File: src/logic/tpc_pkg.sv
// constants shared by the timer channel pin logic
// assumes one 10 MHz bus clock and a plain strobe register port
package tpc_pkg;

   // ---------------------------------------------------------------
   // sizes
   // ---------------------------------------------------------------
   localparam int NCH      = 2;
   localparam int AW       = 8;
   localparam int DW       = 16;
   localparam int PRE_W    = 7;

   // ---------------------------------------------------------------
   // timing
   // ---------------------------------------------------------------
   localparam int CLK_NS          = 100;
   localparam int EXT_MAX_DIV     = 4;  // source rate at most bus / 4
   localparam int MIN_PULSE_CYC   = 4;  // reliable capture pulse width
   localparam int IDEAL_PULSE_CYC = 2;
   localparam int SYNC_STAGES     = 3;

   // ---------------------------------------------------------------
   // register offsets
   // ---------------------------------------------------------------
   localparam logic [AW-1:0] ADR_SC   = 8'h00;
   localparam logic [AW-1:0] ADR_CNT  = 8'h01;
   localparam logic [AW-1:0] ADR_MOD  = 8'h02;
   localparam logic [AW-1:0] ADR_CH0  = 8'h04;
   localparam int            CH_STEP  = 2;   // control, then value

   // ---------------------------------------------------------------
   // field positions
   // ---------------------------------------------------------------
   localparam int SC_OVF_BIT  = 7;
   localparam int SC_CPWM_BIT = 5;
   localparam int SC_CLKS_LSB = 3;
   localparam int SC_PS_LSB   = 0;
   localparam int CS_FLAG_BIT = 7;
   localparam int CS_MODE_LSB = 4;
   localparam int CS_ELS_LSB  = 2;

   // ---------------------------------------------------------------
   // encodings and reset values
   // ---------------------------------------------------------------
   localparam logic [1:0] CLK_NONE  = 2'h0;
   localparam logic [1:0] CLK_BUS   = 2'h1;
   localparam logic [1:0] CLK_FIXED = 2'h2;
   localparam logic [1:0] CLK_EXT   = 2'h3;
   localparam logic [1:0] MODE_CAP  = 2'h0;
   localparam logic [1:0] MODE_CMP  = 2'h1;
   localparam logic [1:0] ELS_OFF   = 2'h0;
   localparam logic [1:0] ELS_TOG   = 2'h1;
   localparam logic [1:0] ELS_CLR   = 2'h2;
   localparam logic [1:0] ELS_SET   = 2'h3;
   localparam logic [DW-1:0] CNT_RST = 16'h0000;
   localparam logic [DW-1:0] CNT_TOP = 16'hFFFF;
   localparam logic [DW-1:0] MOD_RST = 16'h0000;

endpackage

File: src/logic/tpc_timer_pins.sv
// timer counter with capture, compare and pwm channel pin control
// assumes pins are resolved outside from CH_OUT and CH_OE, and that
// the general purpose port owns a pin while CH_OWN is low
import tpc_pkg::*;

module tpc_timer_pins (
   input  wire logic                     CLOCK,
   input  wire logic                     RST_N,
   input  wire logic [tpc_pkg::AW-1:0]   ADDR,
   input  wire logic [tpc_pkg::DW-1:0]   WDATA,
   input  wire logic                     WR,
   input  wire logic                     RD,
   output logic      [tpc_pkg::DW-1:0]   RDATA,
   input  wire logic                     FIXED_TICK,
   input  wire logic                     EXT_CLK,
   input  wire logic [tpc_pkg::NCH-1:0]  CH_IN,
   output logic      [tpc_pkg::NCH-1:0]  CH_OUT,
   output logic      [tpc_pkg::NCH-1:0]  CH_OE,
   output logic      [tpc_pkg::NCH-1:0]  CH_OWN,
   output logic                          OVERFLOW
);
   import tpc_pkg::*;

   typedef struct packed {
      logic                      ovf;
      logic                      ovf_arm;
      logic                      cpwm;
      logic [1:0]                clks;
      logic [2:0]                ps;
      logic                      up;
      logic [DW-1:0]             cnt;
      logic [DW-1:0]             modv;
      logic [PRE_W-1:0]          pre;
      logic [NCH-1:0][1:0]       mode;
      logic [NCH-1:0][1:0]       els;
      logic [NCH-1:0][DW-1:0]    cv;
      logic [NCH-1:0]            flag;
      logic [NCH-1:0]            arm;
      logic [NCH-1:0]            out;
      logic [NCH-1:0]            oe;
      logic [NCH-1:0]            own;
      logic [DW-1:0]             rdata;
   } tpc_state_t;

   tpc_state_t r_ff;
   tpc_state_t nxt_r;

   logic [NCH:0]       sync_rise;
   logic [NCH:0]       sync_fall;
   logic               src;
   logic               tick;
   logic [PRE_W-1:0]   pmask;
   logic [DW-1:0]      top;
   logic [NCH-1:0]     match;
   logic [NCH-1:0]     set_flag;
   logic               set_ovf;

   // ---------------------------------------------------------------
   // pin synchronisers: bit 0 external clock, then channel inputs
   // ---------------------------------------------------------------
   tpc_sync #(
      .W (NCH + 1)
   ) u_sync (
      .CLOCK (CLOCK),
      .RST_N (RST_N),
      .PIN   ({CH_IN, EXT_CLK}),
      .LEVEL (),
      .RISE  (sync_rise),
      .FALL  (sync_fall)
   );

   // ---------------------------------------------------------------
   // next state
   // ---------------------------------------------------------------
   always_comb
   begin
      nxt_r    = r_ff;
      set_ovf  = 1'b0;
      set_flag = '0;
      match    = '0;
      nxt_r.rdata = '0;

      // only rising edges of the filtered input count
      case (r_ff.clks)
         CLK_BUS:   src = 1'b1;
         CLK_FIXED: src = FIXED_TICK;
         CLK_EXT:   src = sync_rise[0];
         default:   src = 1'b0;
      endcase

      pmask = PRE_W'((8'h01 << r_ff.ps) - 8'h01);
      tick  = src && ((r_ff.pre & pmask) == pmask);
      if (src)
         nxt_r.pre = r_ff.pre + 7'h01;

      // modulo 0 counts over the full range
      top = (r_ff.modv == MOD_RST) ? CNT_TOP : r_ff.modv;

      // -------------------------------------------------------------
      // counter
      // -------------------------------------------------------------
      if (tick)
      begin
         if (r_ff.cpwm)
         begin
            if (r_ff.up)
            begin
               if (r_ff.cnt >= top)
               begin
                  nxt_r.up  = 1'b0;
                  nxt_r.cnt = r_ff.cnt - 16'h0001;
               end
               else
                  nxt_r.cnt = r_ff.cnt + 16'h0001;
            end
            else
            begin
               nxt_r.cnt = r_ff.cnt - 16'h0001;
               if (r_ff.cnt == 16'h0001)
               begin
                  nxt_r.up = 1'b1;
                  set_ovf  = 1'b1;
               end
            end
         end
         else
         begin
            nxt_r.up = 1'b1;
            if (r_ff.cnt >= top)
            begin
               nxt_r.cnt = CNT_RST;
               set_ovf   = 1'b1;
            end
            else
               nxt_r.cnt = r_ff.cnt + 16'h0001;
         end
      end

      // -------------------------------------------------------------
      // channels
      // -------------------------------------------------------------
      for (int i = 0; i < NCH; i++)
      begin
         match[i] = tick && (nxt_r.cnt == r_ff.cv[i]);
         // pin ownership needs a running source and an edge select
         nxt_r.own[i] = (r_ff.clks != CLK_NONE) &&
                        (r_ff.els[i] != ELS_OFF);
         nxt_r.oe[i]  = nxt_r.own[i] &&
                        (r_ff.cpwm || r_ff.mode[i] != MODE_CAP);
         if (r_ff.cpwm)
         begin
            if (match[i])
            begin
               set_flag[i] = 1'b1;
               if (nxt_r.own[i])
                  nxt_r.out[i] = r_ff.up ? r_ff.els[i][0]
                                         : ~r_ff.els[i][0];
            end
         end
         else if (r_ff.mode[i] == MODE_CAP)
         begin
            if (nxt_r.own[i] &&
                ((r_ff.els[i][0] && sync_rise[i+1]) ||
                 (r_ff.els[i][1] && sync_fall[i+1])))
            begin
               nxt_r.cv[i] = r_ff.cnt;
               set_flag[i] = 1'b1;
            end
         end
         else if (r_ff.mode[i] == MODE_CMP)
         begin
            if (match[i])
            begin
               set_flag[i] = 1'b1;
               case (r_ff.els[i])
                  ELS_TOG: nxt_r.out[i] = ~r_ff.out[i];
                  ELS_CLR: nxt_r.out[i] = 1'b0;
                  ELS_SET: nxt_r.out[i] = 1'b1;
                  default: nxt_r.out[i] = r_ff.out[i];
               endcase
            end
         end
         else
         begin
            if (nxt_r.own[i])
            begin
               if (tick && nxt_r.cnt == CNT_RST)
                  nxt_r.out[i] = ~r_ff.els[i][0];
               if (match[i])
                  nxt_r.out[i] = r_ff.els[i][0];
            end
            if (match[i])
               set_flag[i] = 1'b1;
         end
      end

      // -------------------------------------------------------------
      // register reads: a read of a set flag arms its clear
      // -------------------------------------------------------------
      if (RD)
      begin
         if (ADDR == ADR_SC)
         begin
            nxt_r.rdata[SC_OVF_BIT]  = r_ff.ovf;
            nxt_r.rdata[SC_CPWM_BIT] = r_ff.cpwm;
            nxt_r.rdata[SC_CLKS_LSB +: 2] = r_ff.clks;
            nxt_r.rdata[SC_PS_LSB +: 3]   = r_ff.ps;
            if (r_ff.ovf)
               nxt_r.ovf_arm = 1'b1;
         end
         if (ADDR == ADR_CNT)
            nxt_r.rdata = r_ff.cnt;
         if (ADDR == ADR_MOD)
            nxt_r.rdata = r_ff.modv;
         for (int i = 0; i < NCH; i++)
         begin
            if (ADDR == AW'(ADR_CH0 + CH_STEP * i))
            begin
               nxt_r.rdata[CS_FLAG_BIT]      = r_ff.flag[i];
               nxt_r.rdata[CS_MODE_LSB +: 2] = r_ff.mode[i];
               nxt_r.rdata[CS_ELS_LSB +: 2]  = r_ff.els[i];
               if (r_ff.flag[i])
                  nxt_r.arm[i] = 1'b1;
            end
            if (ADDR == AW'(ADR_CH0 + CH_STEP * i + 1))
               nxt_r.rdata = r_ff.cv[i];
         end
      end

      // -------------------------------------------------------------
      // register writes; a flag set in the clearing cycle survives
      // -------------------------------------------------------------
      if (WR)
      begin
         if (ADDR == ADR_SC)
         begin
            nxt_r.cpwm = WDATA[SC_CPWM_BIT];
            nxt_r.clks = WDATA[SC_CLKS_LSB +: 2];
            nxt_r.ps   = WDATA[SC_PS_LSB +: 3];
            if (!WDATA[SC_OVF_BIT] && r_ff.ovf_arm)
            begin
               nxt_r.ovf     = 1'b0;
               nxt_r.ovf_arm = 1'b0;
            end
         end
         if (ADDR == ADR_CNT)
         begin
            // any write restarts the count whatever the data
            nxt_r.cnt = CNT_RST;
            nxt_r.pre = '0;
            nxt_r.up  = 1'b1;
         end
         if (ADDR == ADR_MOD)
            nxt_r.modv = WDATA;
         for (int i = 0; i < NCH; i++)
         begin
            if (ADDR == AW'(ADR_CH0 + CH_STEP * i))
            begin
               nxt_r.mode[i] = WDATA[CS_MODE_LSB +: 2];
               nxt_r.els[i]  = WDATA[CS_ELS_LSB +: 2];
               if (!WDATA[CS_FLAG_BIT] && r_ff.arm[i])
               begin
                  nxt_r.flag[i] = 1'b0;
                  nxt_r.arm[i]  = 1'b0;
               end
            end
            if (ADDR == AW'(ADR_CH0 + CH_STEP * i + 1))
               nxt_r.cv[i] = WDATA;
         end
      end

      // a fresh event restarts the clear sequence so it is never lost
      if (set_ovf)
      begin
         nxt_r.ovf     = 1'b1;
         nxt_r.ovf_arm = 1'b0;
      end
      for (int i = 0; i < NCH; i++)
      begin
         if (set_flag[i])
         begin
            nxt_r.flag[i] = 1'b1;
            nxt_r.arm[i]  = 1'b0;
         end
      end
   end

   always_ff @(posedge CLOCK)
   begin
      if (!RST_N)
         r_ff <= '0;
      else
         r_ff <= nxt_r;
   end

   assign RDATA    = r_ff.rdata;
   assign CH_OUT   = r_ff.out;
   assign CH_OE    = r_ff.oe;
   assign CH_OWN   = r_ff.own;
   assign OVERFLOW = r_ff.ovf;
endmodule

File: src/logic/tpc_sync.sv
// three-stage pin synchroniser with agreement filter and edge pulses
// assumes asynchronous pin levels and the bus clock
module tpc_sync #(
   parameter int W = 1
) (
   input  wire logic         CLOCK,
   input  wire logic         RST_N,
   input  wire logic [W-1:0] PIN,
   output logic      [W-1:0] LEVEL,
   output logic      [W-1:0] RISE,
   output logic      [W-1:0] FALL
);
   import tpc_pkg::*;

   typedef struct packed {
      logic [W-1:0] s1;
      logic [W-1:0] s2;
      logic [W-1:0] s3;
      logic [W-1:0] lvl;
      logic [W-1:0] rise;
      logic [W-1:0] fall;
   } tpc_sync_st_t;

   tpc_sync_st_t r_ff;
   tpc_sync_st_t nxt_r;

   // ---------------------------------------------------------------
   // filter
   // ---------------------------------------------------------------
   always_comb
   begin
      nxt_r    = r_ff;
      nxt_r.s1 = PIN;
      nxt_r.s2 = r_ff.s1;
      nxt_r.s3 = r_ff.s2;
      // accept a level only once two later stages agree
      nxt_r.lvl  = (r_ff.s2 & r_ff.s3) | (r_ff.lvl & (r_ff.s2 | r_ff.s3));
      nxt_r.rise = nxt_r.lvl & ~r_ff.lvl;
      nxt_r.fall = ~nxt_r.lvl & r_ff.lvl;
   end

   always_ff @(posedge CLOCK)
   begin
      if (!RST_N)
         r_ff <= '0;
      else
         r_ff <= nxt_r;
   end

   assign LEVEL = r_ff.lvl;
   assign RISE  = r_ff.rise;
   assign FALL  = r_ff.fall;
endmodule

File: config.mk
export PLATFORM = sky130hd
export DESIGN_NAME = tpc_timer_pins
export DESIGN_NICKNAME = d
export VERILOG_FILES = /design/src/logic/tpc_pkg.sv /design/src/logic/tpc_timer_pins.sv /design/src/logic/tpc_sync.sv
export SDC_FILE = /design/constraint.sdc
export NUM_CORES = 1
export LEC_CHECK = 0
export BUFFER_PORTS_ARGS = -buffer_cell sky130_fd_sc_hd__buf_4
export CORE_UTILIZATION = 40
export DETAILED_ROUTE_END_ITERATION = 10
export PLACE_DENSITY = 0.71
export SLEW_MARGIN = 20
export SYNTH_ARGS = -nofsm -noshare
export SYNTH_HDL_FRONTEND = slang
export SYNTH_HIERARCHICAL = 1
export SYNTH_SLANG_ARGS = --single-unit
File: constraint.sdc
create_clock -name CLOCK -period 4.4 [get_ports CLOCK]
set_input_delay 0.44 -clock CLOCK [delete_from_list [all_inputs] [get_ports CLOCK]]
set_output_delay 0.44 -clock CLOCK [all_outputs]
set_load 0.03 [all_outputs]
Yosys cells after proc, flatten, opt, wreduce, memory -nomap -nowiden:

Index checks and enable logic that the tools add are counted.

* add/sub/neg operators: 4
* magnitude comparators: 1
* eq/ne operators: 31
* shift operators: 1
* multiplexer cells: 91
* bitwise operators: 14
* reductions and logical operators: 58

Operators by type and width (count)
* $mux 16: 16
* $mux 92: 1
* $mux 17: 4
* $mux 1: 54
* $reduce_bool 2->1: 18
* $eq 16x16->1: 2
* $eq 8x3->1 const B: 4
* $logic_not 16->1: 2
* $logic_and 1x1->1: 17
* $add 16x1->16 const B: 1
* $eq 16x1->1 const B: 1
* $ge 16x16->1: 1
* $sub 16x1->16 const B: 1
* $mux 2: 7
* $mux 7: 2
* $reduce_and 7->1: 2
* $and 3x3->3: 4
* $eq 2x2->1 const B: 6
* $eq 2x1->1 const B: 5
* $ne 5x2->1 const B: 2
* $reduce_and 2->1: 5
* $pmux 1 s3: 3
* $reduce_and 3->1: 3
* $eq 8x1->1 const B: 1
* other kinds (19): 38

* register bits after elaboration: 132
* input port bits: 32
* output and inout port bits: 23
* word-level logic and storage cells: 230

Logic depth before layout (Yosys ltp):

Gate-level depths: netlist (run 1).

* depth in word-level cells: 15
* gate-level depth with buffers: 19
* gate-level depth less buffers: 15

Cells and area by module:

Netlist (run 1), hierarchy kept.

Modules (own cells, without submodules)
* tpc_timer_pins: instances 1, cells an instance 1009, area an instance 8034.0 um^2, seq. area each 2282.2 um^2
* tpc_sync: instances 1, cells an instance 55, area an instance 609.3 um^2, seq. area each 360.3 um^2

Worst setup path after synthesis (run 1):

OpenSTA, ideal clock, no wires.

* path type: register to register
* from: register r_ff[75] (netlist bit)
* to: register r_ff, in the netlist CH_OUT[0]
* setup time: 0.121 ns
* data arrival time: 4.748 ns
* setup slack: -0.469 ns
* stages on the path, launching flop included: 20
* path buffers: 4
* period minus slack after synthesis: 4.869 ns
* cells stage by stage: dfxtp_1 nor4_1 and4_1 clkbuf_1 clkbuf_1 nor2_1 ha_1 nand4_2 or3_4 a311oi_4 o31a_1 buf_2 buf_1 o211ai_1 and3_1 xnor2_1 a2111o_1 or4_4 a41oi_2 o21ai_1

* longest elaborated chain between the ends: 14

RTL lines
* start: declaration: line tpc_timer_pins.sv:45 `tpc_state_t r_ff;`
* start signal: assignment: line tpc_timer_pins.sv:293 `r_ff <= nxt_r;`
* $logic_not 16->1: line tpc_timer_pins.sv:97 `top = (r_ff.modv == MOD_RST) ? CNT_TOP : r_ff.modv;`
* $mux 16 *: line tpc_timer_pins.sv:97
* $ge 16x16->1 *: line tpc_timer_pins.sv:108, tpc_timer_pins.sv:129
* $mux 16: line tpc_timer_pins.sv:108 `if (r_ff.cnt >= top)`
* $mux 17: line tpc_timer_pins.sv:106 `if (r_ff.up)`
* $mux 17 *: line tpc_timer_pins.sv:104 `if (r_ff.cpwm)`
* $mux 17 *: line tpc_timer_pins.sv:102 `if (tick)`
* $eq 16x16->1: line tpc_timer_pins.sv:144 `match[i] = tick && (nxt_r.cnt == r_ff.cv[i]);`
* $logic_and 1x1->1: line tpc_timer_pins.sv:144
* $mux 1: line tpc_timer_pins.sv:189 `if (match[i])`
* $mux 1: line tpc_timer_pins.sv:185 `if (nxt_r.own[i])`
* $mux 1: line tpc_timer_pins.sv:170 `else if (r_ff.mode[i] == MODE_CMP)`
* $mux 1: line tpc_timer_pins.sv:160 `else if (r_ff.mode[i] == MODE_CAP)`
* $mux 1: line tpc_timer_pins.sv:150 `if (r_ff.cpwm)`

Every way passes the cells marked *; elsewhere a longest branch is shown, timed or not. The select of a mux whose other input is x is not followed.
A chain may end at the register's enable or synchronous reset.

Final worst setup path (run 1):

* from: register r_ff[75] (netlist bit)
* to: register r_ff, in the netlist CH_OUT[1]

Same word-level chain as after synthesis.

==> metrics.yaml, run 1 <==
yosys:
  synth_area_sq_um: 8580
  avgSynthCellArea_sq_um: 8.12
  yosys_warnings: 6
  syn_nets: 1111
  synthCells: 1057
grt:
  track_usage: 0.292
  grt_pass1_wl_um: 48500
  antenna_found_initial: 1
  grt_max_degree: 94
  first_global_vias: 8267
  overflow: 0
setup_path:
  cp.required_ns: 4.72
  rr_endpoint: "CH_OUT[1]"
  worst_setup_path_start_kind: "flip-flop"
  cp-startpoint: "r_ff[75]"
  path_max_fanout: 4
  cp_cell_sequence: "nor4_2 > and4_4 > clkbuf_16 > nor2_1 > ha_1 > nand4_2 > nor3_1 > a2111oi_4 > buf_4 > and3_4 > a221oi_4 > buf_4 > mux2i_1 > or4_1 > or4_4 > nor4_4 > mux2i_1 > a31o_1"
  arrival_ns: 5.16
  crit_slowest_cell: "or4_4"
  crit_path_end_kind: "flip-flop"
  slowest_delay_ns: 0.51
  regToRegSetupSlack_ns: -0.44
  ff2ff_path_depth: 18
  critical_path_buf_inv_count: 3
  cp-endpoint: "CH_OUT[1]"
  critical_path_class: "reg -> reg"
  r2r_start: "r_ff[75]"
  critPathTopFamily: "simple AND/OR/NAND/NOR gates"
  crit_cells: 18
clock_network:
  cts.clk_slew.worst_paths_ns: 0.07
  cts_root_buf: "clkbuf_16"
  clk_path_buf_depth: 2
  h-tree-depth: 4
  holdBufCountCts: 0
  clk_latency_ns: 0.43
  cts_sinks: 131
  cts_buffers: 17
  cts_tree: "built"
final_layout:
  final_common_cell: "buf_4"
  fin_area_sq_um: 11000
  syn2layout_area_growth_pct: 28.3
  most-common-layout-cells: "185 x buf_4, 128 x dfxtp_1, 122 x nand2_1, 93 x nor2_1, 51 x mux2i_1"
  diodes: 0
  final_nets: 1229
  drive_gt1_frac: 0.271
floorplanning:
  die_w_um: 148
  dieArea_sq_um: 22000
  initial_core_util: 0.408
  rows: 53
  die_height_um: 148
  core-area_sq_um: 21000
  ios: 55
sta:
  rsz0062_at_grt: "yes"
  post-route-period-util: 1.10
  fmax_mhz: 207
  slew_viol_final: 0
  clock_skew_ns: 0.0112
  setup_viol: 6
  worst_slack_ns: -0.439
  tightest_slew_ns: 0.874
  fin_crit_ns: 4.84
  hold_viol: 0
  slew_headroom: 0.417
routing:
  drcViolationCount: 0
  vias: 9025
  ant_nets: 0
  routed_via_density: 6.17
  wl_per_cell_um: 22.2
  first_iter_violations: 925
  dr.pass1.iters: 6
  wirelength_um: 32500
run_status:
  failed_checks: "negative setup slack"
  status: "finished, violations left"
placed_design:
  gp_congestion: 1.01
  place_ws_ns: -0.447
  io_buffer_count: 54
  post-dp-hpwl_um: 23800
  place_area_sq_um: 9830
power_and_ir_drop:
  worst_ir_drop_vdd_mv: 0.281
  p_per_area_nw_per_um2: 265
  p_leak_nw: 4.75
worst_hold_path:
  min_path_type: "in -> reg"
job:
  max_cap_viol_count: 0
worst min-delay path by stage:
stage / from / endpoint / slack, ns / cells after the start
floorplan: u_sync/nxt_r[13] / u_sync/nxt_r[10] / 0.41 / 1
global placement: u_sync/nxt_r[13] / u_sync/nxt_r[10] / 0.41 / 1
detailed placement: u_sync/nxt_r[14] / u_sync/nxt_r[11] / 0.42 / 1
CTS: CH_IN[0] / u_sync/nxt_r[13] / 0.21 / 2
global route: CH_IN[0] / u_sync/nxt_r[13] / 0.20 / 2
finish: CH_IN[0] / u_sync/nxt_r[13] / 0.22 / 2
flip-flops by register name (all words and copies together) (netlist names):
register,count
u_sync/r_ff,3
CH_OUT,2
u_sync/RISE,3
CH_OWN,2
u_sync/FALL,2
RDATA,16
OVERFLOW,1
CH_OE,2
u_sync/nxt_r,6
u_sync/LEVEL,3
r_ff,91
worst register-to-register path, delay by kind of cell (launching register included):
kind	cells	cell delay, ns
fa+ha+maj	1	0.31
compound gates	3	0.63
flops	1	0.32
mux	2	0.21
buf+inv	3	0.47
simple gates	9	2.80
where the power goes:
part	internal (mW)	switching (mW)	leakage [nW]	total, mW
logic	0.111	0.165	3.40	0.276
registers	1.19	0.00651	1.06	1.20
clock network	0.772	0.670	0.292	1.44
total	2.08	0.842	4.75	2.92
cell type report:
cell class              count  area [sq um]
fillers                  1929         10000
clock inverters            15           175
well taps                 275           344
flip-flops and latches    131          2630
inverters                  20          75.1
repair buffers            199          1610
clock buffers              17           425
multi-input cells         806          5750
stage by stage:
stage | hold WS (ns) | util | instances | setup TNS [ns] | power, mW
final | 0.220 | 0.524 | 1463 | -1.75 | 2.92
after global routing | 0.204 | 0.524 | 1463 | -2.83 | 3.00
after CTS | 0.212 | 0.502 | 1451 | -1.61 | 2.91
after detailed placement | 0.421 | 0.468 | 1412 | -1.98 | 1.48
after global placement | 0.413 | 0.468 | 1412 | -1.80 | 1.48
after floorplan | 0.412 | - | 1057 | -0.0334 | 1.36
per-layer routing:
layer / wire length (um) / GRT usage
met1: 13600 / 0.399
met3: 3540 / 0.0666
met5: 13 / 0
met2: 14200 / 0.449
met4: 1080 / 0.100
what timing repair did:
action                     CTS  global route
buffers inserted             7            11
pin swaps                   10            26
setup endpoints to repair    6             6
cloned                       0             1
gates resized for setup     14            67
(Power assumes the default switching activity.)
==> run 2: changes to the inputs <==
PLACE_DENSITY = unset   (was 0.71)
==> run 2 against run 1 <==
The flow still finishes with violations (negative setup slack). Critical path depth is 1 higher. Clock skew is 0.0020 ns lower. Via count decreased by 0.50%. Die area is the same. Largest cell class unchanged.
==> metrics.yaml, run 2 (synthesis gave the netlist of run 1 again) <==
setup_path:
  crit_path_end_kind: "flip-flop"
  crit_slowest_cell: "o31a_1"
  worst_setup_path_start_kind: "flip-flop"
  arrival_ns: 5.13  # -0.03 ns
  regToRegSetupSlack_ns: -0.37  # +0.07 ns
  cp.required_ns: 4.76  # +0.04 ns
  critical_path_class: "reg -> reg"
  cp_cell_sequence: "nor4_4 > and4_1 > buf_6 > nor2_1 > ha_1 > nand4_2 > buf_4 > o21bai_2 > a211o_1 > o31a_1 > buf_6 > a2111oi_1 > a311oi_1 > nor4_1 > o211ai_1 > buf_4 > nor4_4 > mux2_4 > o21ai_1"
  slowest_delay_ns: 0.42  # -0.09 ns
  path_max_fanout: 8  # +4
  ff2ff_path_depth: 19  # +1
  rr_endpoint: "CH_OUT[0]"
  r2r_start: "r_ff[75]"
grt:
  first_global_vias: 8182  # -1.0%
  use_met1: 0.426  # +0.0262
  grt_max_degree: 72  # -23%
  met3_usage: 0.0629  # -0.00368
  antenna_found_initial: 1  # unchanged
  grt-busiest-layer: "met2"
  grt_pass1_wl_um: 49700  # +2.3%
  use_met2: 0.446  # -0.00210
  track_usage: 0.300  # +0.00756
  overflow: 0  # unchanged
clock_network:
  clk_path_buf_depth: 2  # unchanged
  cts_tree: "built"
  clk_latency_ns: 0.43  # about the same
  cts.clk_slew.worst_paths_ns: 0.07  # about the same
  h-tree-depth: 4  # unchanged
  holdBufCountCts: 0  # unchanged
  cts_root_buf: "clkbuf_16"
  cts_buffers: 17  # unchanged
  cts_sinks: 131  # unchanged
floorplanning:
  initial_core_util: 0.408  # unchanged
  dieArea_sq_um: 22000  # unchanged
  die_height_um: 148  # unchanged
  core-area_sq_um: 21000  # unchanged
  rows: 53  # unchanged
  die_w_um: 148  # unchanged
  ios: 55  # unchanged
power_and_ir_drop:
  worst_ir_drop_vdd_mv: 0.240  # -14%
  p_per_area_nw_per_um2: 265  # -0.19%
  p_leak_nw: 4.73  # -0.36%
sta:
  worst_slack_ns: -0.365  # +0.0741 ns
  post-route-period-util: 1.08  # -0.0168
  hold_viol: 0  # unchanged
  rsz0062_at_grt: "yes"
  slew_viol_final: 0  # unchanged
  clock_skew_ns: 0.00919  # -0.00203 ns
  fmax_mhz: 210  # +1.6%
  setup_viol: 6  # unchanged
  hold-worst-slack_ns: 0.209  # -0.0106 ns
  fin_crit_ns: 4.77  # -0.0741 ns
  tightest_slew_ns: 0.907  # +0.0324 ns
  slew_headroom: 0.394  # -0.0231
routing:
  dr.pass1.iters: 5  # -1
  routed_via_density: 6.12  # -0.84%
  wl_per_cell_um: 22.6  # +1.6%
  first_iter_violations: 998  # +7.9%
  wirelength_um: 33200  # +2.0%
  ant_nets: 0  # unchanged
  vias: 8980  # -0.50%
  drcViolationCount: 0  # unchanged
final_layout:
  syn2layout_area_growth_pct: 28.1
  fin_area_sq_um: 11000  # -0.17%
  largest_register_ffs: 91  # unchanged
  fillers: 1972  # +2.2%
  top_register: "r_ff"
  drive_gt1_frac: 0.275  # +0.00389
  final_common_cell: "buf_4"
  multi_input_area_sq_um: 5780  # +0.50%
  most-common-layout-cells: "194 x buf_4, 128 x dfxtp_1, 120 x nand2_1, 91 x nor2_1, 52 x mux2i_1"
  final_nets: 1234  # +0.41%
  regArea_sq_um: 2630  # unchanged
  diodes: 0  # unchanged
run_status:
  failed_checks: "negative setup slack"
  status: "finished, violations left"
placed_design:
  post-dp-hpwl_um: 24700  # +3.9%
  gp_congestion: 0.996  # -1.3%
  place_ws_ns: -0.501  # -0.0537 ns
  io_buffer_count: 54  # unchanged
  place_area_sq_um: 9850  # +0.20%
worst_hold_path:
  holdPathEnd: "u_sync/nxt_r[13]"
  min_from: "CH_IN[0]"
  holdPathStages: 2  # unchanged
  min_path_type: "in -> reg"
job:
  max_cap_viol_count: 0  # unchanged
==> run 2: metrics by stage <==
stage,std cells,setup TNS [ns],total power [mW],util
6_report,1468,-1.49,2.91,0.523
3_3_place_gp,1418,-2.55,1.49,0.469
2_1_floorplan,1057,-0.0334,1.36,-
5_1_grt,1468,-2.29,2.99,0.523
3_5_place_dp,1418,-2.59,1.49,0.469
4_1_cts,1459,-0.966,2.90,0.508
==> run 2: per-layer routing <==
layer / part of all wire / vias to the layer above / routed length, um
met5: 0 / - / 0
met4: 0.028 / 0 / 922
met3: 0.10 / 76 / 3470
met2: 0.43 / 525 / 14200
met1: 0.44 / 4258 / 14600
li1: - / 4121 / -
==> run 2: area by class of cell <==
| type | count | area share |
|---|---|---|
| multi-input combinational | 806 | 0.526 |
| sequential | 131 | 0.239 |
| timing repair buffer | 204 | 0.144 |
| clock buffer | 17 | 0.0387 |
| tap | 275 | 0.0313 |
| clock inverter | 15 | 0.0147 |
| inverter | 20 | 0.00683 |
==> run 2: worst max path at each step <==
stage | start | end | slack [ns]
floorplan | r_ff[80] | CH_OUT[0] | -0.03
global placement | r_ff[75] | CH_OUT[0] | -0.50
detailed placement | r_ff[75] | CH_OUT[0] | -0.50
CTS | r_ff[78] | CH_OUT[1] | -0.36
global route | r_ff[84] | CH_OUT[0] | -0.49
finish | r_ff[75] | CH_OUT[0] | -0.37
==> run 2: timing repair <==
item	in CTS	in global routing
resized for setup	34	47
endpoints found under the setup margin	6	6
cloned	0	0
pin swaps	20	39
buffers inserted	10	9
==> run 2: power breakdown <==
group / total [mW] / internal (mW) / leakage [nW] / switching, mW
clock network: 1.41 / 0.757 / 0.281 / 0.650
registers: 1.20 / 1.19 / 1.06 / 0.00846
logic: 0.297 / 0.124 / 3.39 / 0.174
total: 2.91 / 2.08 / 4.73 / 0.832
==> run 2: worst max-delay path: cells and delay by family, from the launching register on <==
family	cells	cell delay, ns
compound gates	7	1.71
fa+ha+maj	1	0.31
buf+inv	4	0.65
flops	1	0.34
mux	1	0.34
simple gates	6	1.35
